## src/ies_pkg.sv

```systemverilog
// package of constants and types for the instruction execute subset
`default_nettype none
// Behaviour
// - a bit-test-skip whose tested bit of register f is one discards the next instruction and runs a no-op instead, taking two cycles, with f up to 127.
// - the watchdog-clear operation zeroes the watchdog counter and its prescaler and sets the time-out and power-down flags to one.
// - a call pushes the incremented program counter, loads the 11-bit immediate into bits 10:0 and latch bits 4:3 into bits 12:11, taking two cycles.
// - complement inverts register f, writes the accumulator when the destination bit is 0 or register f when 1, and updates the zero flag.
// - clear-register writes zero into register f and sets the zero flag.
// - decrement subtracts one from register f, writes the accumulator when the destination bit is 0 or register f when 1, and updates the zero flag.
// - clear-accumulator loads zero into the accumulator and sets the zero flag.
// - interrupt return pops the stack head into the program counter and sets the global interrupt enable, bit 7 of the interrupt control register, taking two cycles.
// - literal return loads its 8-bit immediate into the accumulator and the program counter from the stack head, taking two cycles.
// - subroutine return pops the stack into the program counter, takes two cycles and leaves all flags unchanged.
// - each instruction cycle spans exactly four oscillator clock periods.
package ies_pkg;
   localparam int          DATA_W        = 8;
   localparam int          PC_W          = 13;
   localparam int          FADDR_W       = 7;
   localparam int          INSTR_W       = 14;
   localparam int          STACK_DEPTH   = 8;
   localparam int          WDT_W         = 8;
   localparam int          PRE_W         = 7;
   localparam int          QCLK_PER_CYC  = 4;
   localparam logic [1:0]  Q_LAST        = 2'h3;
   localparam int          GIE_BIT       = 7;
   localparam int          LATCH_LO      = 3;
   localparam int          LATCH_HI      = 4;
   localparam int          CALL_IMM_W    = 11;
   localparam logic [PC_W-1:0] PC_RESET  = 13'h0000;
   localparam logic [DATA_W-1:0] ZERO8   = 8'h00;
   // opcode patterns (14-bit)
   localparam logic [13:0] OP_WDTCLR     = 14'h0064;
   localparam logic [13:0] OP_RETURN     = 14'h0008;
   localparam logic [13:0] OP_RETIRQ     = 14'h0009;
   localparam logic [6:0]  OP_CLRACC_HI  = 7'h02; // bits 13:7 with bits 6:0 don't care
   localparam logic [6:0]  OP_CLRREG_HI  = 7'h03;
   localparam logic [5:0]  OP_DEC_HI     = 6'h03;
   localparam logic [5:0]  OP_COM_HI     = 6'h09;
   localparam logic [3:0]  OP_BTSS_HI    = 4'h7;
   localparam logic [2:0]  OP_CALL_HI    = 3'h4;
   localparam logic [3:0]  OP_RETLIT_HI  = 4'hD;
   // AXI4-Lite register map (byte addresses)
   localparam logic [7:0]  REG_CTRL      = 8'h00; // bit0 pending instruction (read only, writes ignored)
   localparam logic [7:0]  REG_INSTR     = 8'h04; // instruction to execute
   localparam logic [7:0]  REG_PC        = 8'h08;
   localparam logic [7:0]  REG_ACC       = 8'h0C;
   localparam logic [7:0]  REG_STATUS    = 8'h10; // 0 zero,1 pd,2 to,3 second cycle,4 busy
   localparam logic [7:0]  REG_INTCTL    = 8'h14;
   localparam logic [7:0]  REG_LATCH     = 8'h18;
   localparam logic [7:0]  REG_WDT       = 8'h1C; // 7:0 counter, 14:8 prescaler
   localparam logic [7:0]  REG_FILEWIN   = 8'h20; // 0x20..0x3C not decoded, reads there return SLVERR
   localparam logic [1:0]  RESP_OKAY     = 2'h0;
   localparam logic [1:0]  RESP_SLVERR   = 2'h2;
   typedef enum logic [1:0] {
      IES_IDLE  = 2'b00,
      IES_EXEC  = 2'b01,
      IES_FLUSH = 2'b10
   } ies_state_t;
endpackage
`default_nettype wire

```

## src/ies_file_if.sv

```systemverilog
// interface carrying register file port between core and file
`default_nettype none
interface ies_file_if;
   import ies_pkg::*;
   logic [FADDR_W-1:0] rdAddr;
   logic [DATA_W-1:0]  rdData;
   logic               wrEn;
   logic [FADDR_W-1:0] wrAddr;
   logic [DATA_W-1:0]  wrData;
   modport core (output rdAddr, output wrEn, output wrAddr, output wrData, input rdData);
   modport file (input rdAddr, input wrEn, input wrAddr, input wrData, output rdData);
endinterface
`default_nettype wire

```

## src/ies_core.sv

```systemverilog
// instruction execute core with AXI4-Lite control slave
`default_nettype none
module ies_core
   import ies_pkg::*;
(
   input  wire logic        sys_clk,
   input  wire logic        rst,
   input  wire logic        clkEn,
   input  wire logic [7:0]  s_axi_awaddr,
   input  wire logic        s_axi_awvalid,
   output logic             s_axi_awready,
   input  wire logic [31:0] s_axi_wdata,
   input  wire logic [3:0]  s_axi_wstrb,
   input  wire logic        s_axi_wvalid,
   output logic             s_axi_wready,
   output logic [1:0]       s_axi_bresp,
   output logic             s_axi_bvalid,
   input  wire logic        s_axi_bready,
   input  wire logic [7:0]  s_axi_araddr,
   input  wire logic        s_axi_arvalid,
   output logic             s_axi_arready,
   output logic [31:0]      s_axi_rdata,
   output logic [1:0]       s_axi_rresp,
   output logic             s_axi_rvalid,
   input  wire logic        s_axi_rready,
   output logic             instrCycleTick
);
   ies_file_if fif ();

   ies_reg_file u_file (
      .sys_clk (sys_clk),
      .rst     (rst),
      .clkEn   (clkEn),
      .fp      (fif)
   );

   ies_state_t         state_q;
   logic [1:0]         qPhase_q;
   logic [INSTR_W-1:0] instr_q;
   logic               pending_q;
   logic [PC_W-1:0]    pc_q;
   logic [DATA_W-1:0]  acc_q;
   logic               zero_q;
   logic               timeOut_q;
   logic               powerDown_q;
   logic [DATA_W-1:0]  intCtl_q;
   logic [DATA_W-1:0]  latch_q;
   logic [WDT_W-1:0]   wdt_q;
   logic [PRE_W-1:0]   wdtPre_q;
   logic [PC_W-1:0]    stack_q [0:STACK_DEPTH-1];
   logic [2:0]         sp_q;
   logic               cycleEnd;

   // decoded operations
   logic isWdtClr, isRet, isRetIrq, isClrAcc, isClrReg, isDec, isCom, isBtss, isCall, isRetLit;
   logic [DATA_W-1:0] aluRes;
   logic              dstReg;
   logic [2:0]        bitSel;

   // merge write data under byte strobes
   function automatic logic [31:0] strobe_merge(input logic [31:0] old, input logic [31:0] nw,
                                                input logic [3:0] strb);
      logic [31:0] r;
      r = old;
      for (int i = 0; i < 4; i++)
         if (strb[i])
            r[i*8 +: 8] = nw[i*8 +: 8];
      return r;
   endfunction

   // divide by four: one instruction cycle per four clock periods
   always_ff @(posedge sys_clk)
   begin
      if (rst)
         qPhase_q <= 2'h0;
      else if (clkEn)
         qPhase_q <= qPhase_q + 2'h1;
   end
   assign cycleEnd       = clkEn && (qPhase_q == Q_LAST);
   assign instrCycleTick = cycleEnd;

   // instruction decode
   always_comb
   begin
      isWdtClr = (instr_q == OP_WDTCLR);
      isRet    = (instr_q == OP_RETURN);
      isRetIrq = (instr_q == OP_RETIRQ);
      isClrAcc = (instr_q[13:7] == OP_CLRACC_HI);
      isClrReg = (instr_q[13:7] == OP_CLRREG_HI);
      isDec    = (instr_q[13:8] == OP_DEC_HI);
      isCom    = (instr_q[13:8] == OP_COM_HI);
      isBtss   = (instr_q[13:10] == OP_BTSS_HI);
      isCall   = (instr_q[13:11] == OP_CALL_HI);
      isRetLit = (instr_q[13:10] == OP_RETLIT_HI);
      dstReg   = instr_q[7];
      bitSel   = instr_q[9:7];
   end

   // register file access and alu
   assign fif.rdAddr = instr_q[FADDR_W-1:0];
   always_comb
   begin
      aluRes = ZERO8;
      if (isCom)
         aluRes = ~fif.rdData;
      else if (isDec)
         aluRes = fif.rdData - 8'h01;
   end
   logic execNow;
   assign execNow    = cycleEnd && (state_q == IES_EXEC);
   assign fif.wrEn   = execNow && (isClrReg || ((isCom || isDec) && dstReg));
   assign fif.wrAddr = instr_q[FADDR_W-1:0];
   assign fif.wrData = isClrReg ? ZERO8 : aluRes;

   // two-cycle and skip sequencing
   logic twoCycle;
   assign twoCycle = isCall || isRet || isRetIrq || isRetLit
                     || (isBtss && fif.rdData[bitSel]);

   logic startReq;
   always_ff @(posedge sys_clk)
   begin
      if (rst)
         state_q <= IES_IDLE;
      else if (cycleEnd)
      begin
         case (state_q)
            IES_IDLE:  if (pending_q) state_q <= IES_EXEC;
            IES_EXEC:  state_q <= twoCycle ? IES_FLUSH : IES_IDLE;
            IES_FLUSH: state_q <= IES_IDLE; // second cycle runs a no-op
            default:   state_q <= IES_IDLE;
         endcase
      end
   end

   // accumulator and zero flag
   always_ff @(posedge sys_clk)
   begin
      if (rst)
      begin
         acc_q  <= ZERO8;
         zero_q <= 1'b0;
      end
      else if (execNow)
      begin
         if (isClrAcc)
         begin
            acc_q  <= ZERO8;
            zero_q <= 1'b1;
         end
         else if (isClrReg)
            zero_q <= 1'b1;
         else if (isCom || isDec)
         begin
            if (!dstReg)
               acc_q <= aluRes;
            zero_q <= (aluRes == ZERO8);
         end
         else if (isRetLit)
            acc_q <= instr_q[7:0];
      end
   end

   // program counter and stack
   always_ff @(posedge sys_clk)
   begin
      if (rst)
      begin
         pc_q <= PC_RESET;
         sp_q <= 3'h0;
         for (int i = 0; i < STACK_DEPTH; i++)
            stack_q[i] <= PC_RESET;
      end
      else if (execNow)
      begin
         if (isCall)
         begin
            stack_q[sp_q] <= pc_q + 13'h0001;
            sp_q <= sp_q + 3'h1;
            pc_q <= {latch_q[LATCH_HI:LATCH_LO], instr_q[CALL_IMM_W-1:0]};
         end
         else if (isRet || isRetIrq || isRetLit)
         begin
            pc_q <= stack_q[sp_q - 3'h1];
            sp_q <= sp_q - 3'h1;
         end
         else
            pc_q <= pc_q + 13'h0001;
      end
      else if (cycleEnd && state_q == IES_FLUSH && isBtss)
         pc_q <= pc_q + 13'h0001; // skipped slot
   end

   // watchdog, time-out and power-down flags
   always_ff @(posedge sys_clk)
   begin
      if (rst)
      begin
         wdt_q       <= ZERO8;
         wdtPre_q    <= 7'h00;
         timeOut_q   <= 1'b1;
         powerDown_q <= 1'b1;
      end
      else if (execNow && isWdtClr)
      begin
         wdt_q       <= ZERO8;
         wdtPre_q    <= 7'h00;
         timeOut_q   <= 1'b1;
         powerDown_q <= 1'b1;
      end
      else if (cycleEnd)
      begin
         wdtPre_q <= wdtPre_q + 7'h01;
         if (wdtPre_q == 7'h7F)
            wdt_q <= wdt_q + 8'h01;
      end
   end

   // AXI4-Lite write channel: take address and data in either order
   logic awHeld_q, wHeld_q;
   logic [7:0]  awAddr_q;
   logic [31:0] wData_q;
   logic [3:0]  wStrb_q;
   logic        doWrite;
   assign s_axi_awready = !awHeld_q && !s_axi_bvalid;
   assign s_axi_wready  = !wHeld_q && !s_axi_bvalid;
   assign doWrite       = awHeld_q && wHeld_q && !s_axi_bvalid;
   always_ff @(posedge sys_clk)
   begin
      if (rst)
      begin
         awHeld_q     <= 1'b0;
         wHeld_q      <= 1'b0;
         awAddr_q     <= 8'h00;
         wData_q      <= 32'h0000_0000;
         wStrb_q      <= 4'h0;
         s_axi_bvalid <= 1'b0;
         s_axi_bresp  <= RESP_OKAY;
      end
      else if (clkEn)
      begin
         if (s_axi_awvalid && s_axi_awready)
         begin
            awHeld_q <= 1'b1;
            awAddr_q <= s_axi_awaddr;
         end
         if (s_axi_wvalid && s_axi_wready)
         begin
            wHeld_q <= 1'b1;
            wData_q <= s_axi_wdata;
            wStrb_q <= s_axi_wstrb;
         end
         if (doWrite)
         begin
            awHeld_q     <= 1'b0;
            wHeld_q      <= 1'b0;
            s_axi_bvalid <= 1'b1;
            s_axi_bresp  <= (awAddr_q == REG_INSTR || awAddr_q == REG_INTCTL
                             || awAddr_q == REG_LATCH || awAddr_q == REG_CTRL)
                            ? RESP_OKAY : RESP_SLVERR;
         end
         else if (s_axi_bvalid && s_axi_bready)
            s_axi_bvalid <= 1'b0;
      end
   end

   // software-written registers and pending instruction
   logic [31:0] instrMerged;
   assign instrMerged = strobe_merge({18'h0, instr_q}, wData_q, wStrb_q);
   assign startReq    = clkEn && doWrite && awAddr_q == REG_INSTR;
   always_ff @(posedge sys_clk)
   begin
      if (rst)
      begin
         instr_q   <= 14'h0000;
         pending_q <= 1'b0;
         latch_q   <= ZERO8;
      end
      else if (clkEn)
      begin
         if (startReq && state_q == IES_IDLE)
         begin
            instr_q   <= instrMerged[INSTR_W-1:0];
            pending_q <= 1'b1;
         end
         else if (cycleEnd && state_q == IES_IDLE)
            pending_q <= 1'b0;
         if (doWrite && awAddr_q == REG_LATCH && wStrb_q[0])
            latch_q <= wData_q[7:0];
      end
   end

   // interrupt control register, hardware set of the enable wins
   always_ff @(posedge sys_clk)
   begin
      if (rst)
         intCtl_q <= ZERO8;
      else if (clkEn)
      begin
         if (doWrite && awAddr_q == REG_INTCTL && wStrb_q[0])
            intCtl_q <= wData_q[7:0];
         if (execNow && isRetIrq)
            intCtl_q[GIE_BIT] <= 1'b1;
      end
   end

   // AXI4-Lite read channel
   logic [31:0] rdMux;
   logic        rdOk;
   always_comb
   begin
      rdOk  = 1'b1;
      rdMux = 32'h0000_0000;
      case (s_axi_araddr)
         REG_CTRL:   rdMux = {31'h0, pending_q};
         REG_INSTR:  rdMux = {18'h0, instr_q};
         REG_PC:     rdMux = {19'h0, pc_q};
         REG_ACC:    rdMux = {24'h0, acc_q};
         REG_STATUS: rdMux = {27'h0, state_q != IES_IDLE, state_q == IES_FLUSH,
                              timeOut_q, powerDown_q, zero_q};
         REG_INTCTL: rdMux = {24'h0, intCtl_q};
         REG_LATCH:  rdMux = {24'h0, latch_q};
         REG_WDT:    rdMux = {17'h0, wdtPre_q, wdt_q};
         default:    rdOk  = 1'b0;
      endcase
   end
   assign s_axi_arready = !s_axi_rvalid;
   always_ff @(posedge sys_clk)
   begin
      if (rst)
      begin
         s_axi_rvalid <= 1'b0;
         s_axi_rdata  <= 32'h0000_0000;
         s_axi_rresp  <= RESP_OKAY;
      end
      else if (clkEn)
      begin
         if (s_axi_arvalid && s_axi_arready)
         begin
            s_axi_rvalid <= 1'b1;
            s_axi_rdata  <= rdMux;
            s_axi_rresp  <= rdOk ? RESP_OKAY : RESP_SLVERR;
         end
         else if (s_axi_rvalid && s_axi_rready)
            s_axi_rvalid <= 1'b0;
      end
   end
endmodule
`default_nettype wire

```

## src/ies_reg_file.sv

```systemverilog
// data register file of 128 bytes
`default_nettype none
module ies_reg_file
   import ies_pkg::*;
(
   input  wire logic sys_clk,
   input  wire logic rst,
   input  wire logic clkEn,
   ies_file_if.file  fp
);
   logic [DATA_W-1:0] mem [0:(1<<FADDR_W)-1];

   // combinational read port
   assign fp.rdData = mem[fp.rdAddr];

   // write port, cleared under reset
   always_ff @(posedge sys_clk)
   begin
      if (rst)
      begin
         for (int i = 0; i < (1<<FADDR_W); i++)
            mem[i] <= ZERO8;
      end
      else if (clkEn && fp.wrEn)
         mem[fp.wrAddr] <= fp.wrData;
   end
endmodule
`default_nettype wire
```

## config.mk

```make
export PLATFORM = sky130hd
export DESIGN_NAME = ies_core
export DESIGN_NICKNAME = d
export VERILOG_FILES = /design/src/ies_pkg.sv /design/src/ies_file_if.sv /design/src/ies_core.sv /design/src/ies_reg_file.sv
export SDC_FILE = /design/constraint.sdc
export NUM_CORES = 2
export LEC_CHECK = 0
export ABC_AREA = 1
export BUFFER_PORTS_ARGS = -buffer_cell sky130_fd_sc_hd__buf_2
export CORE_MARGIN = 2
export CORE_UTILIZATION = 33
export DETAILED_ROUTE_END_ITERATION = 10
export GPL_ROUTABILITY_DRIVEN = 0
export PLACE_DENSITY_LB_ADDON = 0.25
export SYNTH_ARGS = -nofsm -noshare
export SYNTH_HDL_FRONTEND = slang
export SYNTH_SLANG_ARGS = --single-unit
```

## constraint.sdc

```tcl
create_clock -name sys_clk -period 3.7 [get_ports sys_clk]
set_input_delay 0.74 -clock sys_clk [delete_from_list [all_inputs] [get_ports sys_clk]]
set_output_delay 0.74 -clock sys_clk [all_outputs]
set_load 0.005 [all_outputs]
```

# --- Word-level counts from Yosys, hierarchy flattened ---
# Memory sizes are Yosys's and may differ from the RTL's. A register that Yosys moved wholly into a read port is not among the register bits.
# Cells that the tools add are included.
word_totals:
  mem_count: 2
  ram_bits: 1128
  reg_bits: 139
  out_inout_bits: 42
memory_table:
  columns: ["memory", "words", "word_bits", "rd", "rd_ports_with_merged_regs", "wr", "line_no", "source"]
  rows:
  - ["u_file.mem", 128, 8, 1, 1, 128, "ies_reg_file.sv:11", "logic [DATA_W-1:0] mem [0:(1<<FADDR_W)-1];"]
  - ["stack_q", 8, 13, 1, 0, 8, "ies_core.sv:50", "logic [PC_W-1:0] stack_q [0:STACK_DEPTH-1];"]
classes:
  magnitude_cmp: 1
  n_reduce_logical: 80
  eq_ne: 27
  n_bitwise: 1
  add_sub_neg: 7
  n_mux: 55
op_table:
  columns: ["operator", "count"]
  rows:
  - ["15-bit one-hot mux with 8 select lines", 1]
  - ["8-bit two-way mux", 10]
  - ["13-bit two-way mux", 5]
  - ["8-bit by 5-bit equality test with 1-bit output, second input constant", 6]
  - ["2-bit AND reduction", 16]
  - ["14-bit by 4-bit equality test with 1-bit output, second input constant", 2]
  - ["1-bit logical AND", 27]
  - ["1-bit two-way mux", 27]
  - ["8-bit zero test", 3]
  - ["7-bit two-way mux", 3]
  - ["2-bit nonzero test", 9]
  - ["8-bit by 3-bit equality test with 1-bit output, second input constant", 2]
  - ["8-bit by 4-bit equality test with 1-bit output, second input constant", 2]
  - ["8-bit OR reduction", 2]
  - ["14-bit by 7-bit equality test with 1-bit output, second input constant", 1]
  - ["7-bit by 2-bit equality test with 1-bit output, second input constant", 2]
  - ["13-bit by 1-bit adder with 13-bit output, second input constant", 1]
  - ["13-bit OR reduction", 1]
  - ["1-bit logical OR", 11]
  - ["3-bit two-way mux", 3]
  - ["8-bit by 1-bit adder with 8-bit output, second input constant", 1]
  - ["2-bit two-way mux", 4]
  - ["8-bit NOT", 1]
  - ["8-bit by 1-bit subtractor with 8-bit output, second input constant", 1]
  - ["23 further kinds", 30]

# --- Longest topological paths before layout ---
depth:
  depth_word: 11
  ltp_mapped: 24
  mapped_depth_nobuf: 21

# --- Cells and area by module ---
# From an unflattened synthesis, not the netlist that was laid out.
unflattened:
  cells_unflattened: 6306
  area_unflattened_um2: 57732.9
by_module_without_submodules:
  columns: ["module", "cells_each", "area_each_um2", "n_inst", "seq_area_each_um2"]
  rows:
  - ["ies_reg_file", 4842, 46477.1, 1, 30749.5]
  - ["ies_core", 1464, 11255.8, 1, 5525.3]

# --- Worst setup path before layout ---
# Ideal clock, no wire load.
synth_timing:
  path_type: "input-to-reg"
  startpoint: "input clkEn"
  endpoint: "memory u_file.mem[103][0], enable pin"
  slack_ps: 644
  setup_ps: 329
  t_arrival_ps: 2727
  cell_stages: 10
  path_buffers: 2
  t_required_ps: 3371
  cell_sequence: "buf_4 nand2_2 nor3_2 inv_2 nor4_2 nand2_2 nor2_2 buf_4 nand2_2 nand2_1"
synth_rtl:
  columns: ["element", "line_no", "source"]
  rows:
  - ["start: declaration", "ies_core.sv:8", "input wire logic clkEn,"]
  - ["end: declaration", "ies_reg_file.sv:11", null]

==> impl_metrics.json <==
{
  "totalWireLength_um": 176000,
  "numCtsBuffers": 136,
  "path_class": "flop to flop",
  "leakage_nw": 23.2,
  "start_util": 0.332,
  "clock_latency_ps": 790,
  "cp_num_buf_inv": 6,
  "period_share": 0.973,
  "drc": 0,
  "tns_ps": 0,
  "dieArea_sq_um": 178000,
  "avgSynthCellArea_sq_um": 9.46,
  "root_buffer": "clkbuf_16",
  "grt_max_degree": 77,
  "slew_headroom": 0.289,
  "cp-start-kind": "flop",
  "viasPerCell": 5.16,
  "fillers": 17300,
  "synth_compound_area_frac": 0.0388,
  "r2r_slack_ps": 100,
  "core-area_sq_um": 173000,
  "area_delta_synth_final_pct": 14.6,
  "clk_pin_slew_ps": 60,
  "power.density_nw_per_um2": 456,
  "ir_drop_v": 0.000489,
  "critical_path.cell_chain": "buf_12 -> inv_16 -> buf_4 -> buf_4 -> nand2_1 -> nand3_1 -> nand3_1 -> nand3_1 -> nand2_1 -> nand2_1 -> nand3_1 -> nand3_1 -> nand2_1 -> nand2_1 -> nor2_1 -> nand2_1 -> nand2_1 -> nand2_1 -> nand3_4 -> buf_12 -> buf_12 -> nor2_1",
  "fin_worst_skew_ps": 34.7,
  "cts_sinks": 1255,
  "cp-end-kind": "flop",
  "ys_ff_latch": 1255,
  "grt_pass1_vias": 42200,
  "htree_levels": 4,
  "worst_hold_slack_ps": 216,
  "finalCriticalPeriod_ps": 3600,
  "overflow": 0,
  "drv_slew": 0,
  "tightest_slew_ps": 1060,
  "seq_area_sq_um": 36400,
  "synth_async_sr_flop_share": 0,
  "grt_first_pass_wirelength_um": 262000,
  "io_buffer_count": 62,
  "yosys.cell_types.count": 45,
  "wl_per_cell_um": 20.6,
  "die_w_um": 422,
  "drive_gt1_frac": 0.0896,
  "critPathRequiredTime_ps": 4210,
  "timing.max_cap.violations": 0,
  "vias": 44100,
  "rows": 153,
  "dp_hpwl_um": 112000,
  "ant_nets": 0,
  "run_status": "complete, no violations",
  "max_stage_delay_ps": 370,
  "multi_input_area_sq_um": 18400,
  "path_max_fanout": 34,
  "final_util": 0.380,
  "synth_top_family_by_area": "simple AND/OR/NAND/NOR gates",
  "synth-adder-area-share": 0.00152,
  "drtIter0Drc": 4551,
  "hold_viol": 0,
  "syn_area_sq_um": 57500,
  "die_h_um": 422,
  "holdCritPathClass": "input port to flop",
  "layout.nets": 6181,
  "critical-path-top-delay-family": "simple AND/OR/NAND/NOR gates",
  "ys.flop_type": "edfxtp_1",
  "clockBufferDepth": 3,
  "ios": 102,
  "muxShareOfSynthArea": 0,
  "cpMostUsedCell": "nand2_1",
  "ys_seq_area_frac": 0.633,
  "yosys_warnings": 0,
  "antenna_found_initial": 3,
  "arrival_ps": 4110,
  "fmax_mhz": 278,
  "crit_path_top_delay_cell": "dfxtp_4",
  "cts_tree": "done",
  "grt_usage": 0.193,
  "dr.pass1.iters": 7,
  "synthXorXnorAreaFrac": 0.00289,
  "syn_inst": 6080,
  "rsz0062_at_grt": "true",
  "yosys.area_share.simple": 0.273,
  "synth_edf_count": 1128,
  "setup_viol": 0
}
[per-stage QoR]
stage | area, sq um | std cells | power [mW] | setup WS (ps)
after floorplan | 57600 | 6098 | 16.7 | 644
after global placement | 61400 | 8292 | 17.0 | 100
after detailed placement | 61400 | 8292 | 17.0 | 138
after CTS | 65700 | 8535 | 30.2 | 87.7
after global routing | 65900 | 8545 | 30.9 | -34.4
final | 65900 | 8545 | 30.0 | 98.4
[Yosys cell counts, types with 2 or more instances]
library cell	instances	area, sq um
clkinv_1	7	26.3
nor2_1	1374	5160
nor3b_1	2	15.0
buf_4	60	450
nand3_2	3	30.0
a31oi_1	4	25.0
o22ai_1	63	394
nor2_2	4	25.0
o2111ai_1	5	43.8
buf_6	42	473
dfxtp_1	127	2540
nand3_1	895	4480
xor2_1	14	123
buf_1	30	113
nand2_1	1494	5610
ha_1	7	87.6
o211ai_1	5	37.5
xnor2_1	5	43.8
inv_2	7	26.3
clkbuf_1	110	413
nor4_1	3	18.8
o21ai_1	18	90.1
a21oi_1	84	420
nor3_1	21	105
edfxtp_1	1128	33900
buf_2	191	956
nand4_1	10	62.6
a211oi_1	7	52.6
nand2_2	23	144
inv_1	112	420
o221ai_1	9	78.8
o21ai_0	190	951
a221oi_1	10	87.6
nor2_4	5	56.3
[final cells by class]
class	count	area share
sequential	1255	0.552
clock buffer	181	0.0567
tap	2325	0.0441
multi-input combinational	4283	0.279
timing repair buffer	311	0.0520
inverter	127	0.00786
antenna	1	0.0000380
clock inverter	62	0.00795
[final timing paths]
path                                             startpoint                         endpoint  depth (start not counted)
worst max register to register                         flop  u_file.mem[72][7]$_SDFFCE_PN0P_                         22
worst max-delay path                                   flop  u_file.mem[72][7]$_SDFFCE_PN0P_                         22
worst min-delay path                         s_axi_wdata[8]          wData_q[8]$_SDFFE_PP0P_                          3
worst min register to register  s_axi_rdata[8]$_SDFFE_PP0P_      s_axi_rdata[8]$_SDFFE_PP0P_                          2
[worst reg2reg max path, delay by kind of cell, from the launching register on]
family	cells	cell delay [ps]
buffers and inverters	6	1020
flip-flops	1	370
AND/OR/NAND/NOR	16	1940
[state kept, by name (all words and copies together), names as in the netlist, 8 cells and up, named ones only]
name / flops
instr_q: 14
latch_q: 8
pc_q: 13
awAddr_q: 8
stack_q: 104
acc_q: 8
intCtl_q: 8
wdt_q: 8
wData_q: 14
u_file.mem: 1024
s_axi_rdata: 15
[cell usage in the layout, fill, tap and decap left out, types with 8 or more instances in the layout]
cell	n
a21oi_1	84
a221oi_1	10
buf_12	80
buf_16	8
buf_2	62
buf_4	153
clkbuf_1	34
clkbuf_16	147
clkinv_1	31
clkinv_2	16
conb_1	19
dfxtp_1	123
edfxtp_1	1128
inv_1	110
nand2_1	1491
nand2_2	25
nand3_1	892
nand4_1	10
nor2_1	1373
nor2_4	9
nor3_1	21
o21ai_0	190
o21ai_1	17
o221ai_1	9
o22ai_1	63
xor2_1	14
[routing by layer]
layer,vias to the layer above,wire [um],track usage
li1,20600,-,-
met1,21400,77600,0.271
met2,1697,80400,0.302
met3,293,12900,0.0320
met4,4,4960,0.0622
met5,-,24,0
[where the power goes]
| group | internal, mW | total [mW] | switching (mW) |
|---|---|---|---|
| sequential | 15.8 | 16.0 | 0.136 |
| combinational | 0.178 | 0.742 | 0.564 |
| clock | 7.60 | 13.3 | 5.74 |
| total | 23.6 | 30.0 | 6.44 |
[what timing repair did]
| action | 4_1_cts | 5_1_grt |
|---|---|---|
| endpoints found under the setup margin | 0 | 369 |
| resized for setup | 0 | 17 |
| hold buffers | 0 | 0 |
| buffers inserted | 0 | 5 |
| hold endpoints to repair | 0 | 0 |
[logic make-up after synthesis]
kind of cell | count (synthesis)
and+or+nand+nor | 3837
DFF | 1255
buffers and inverters | 560
AOI/OAI and AO/OA | 401
xor gates and xnor gates | 19
adders and majority gates | 7
other | 1
Note: power is estimated with default switching activity, not from simulation.
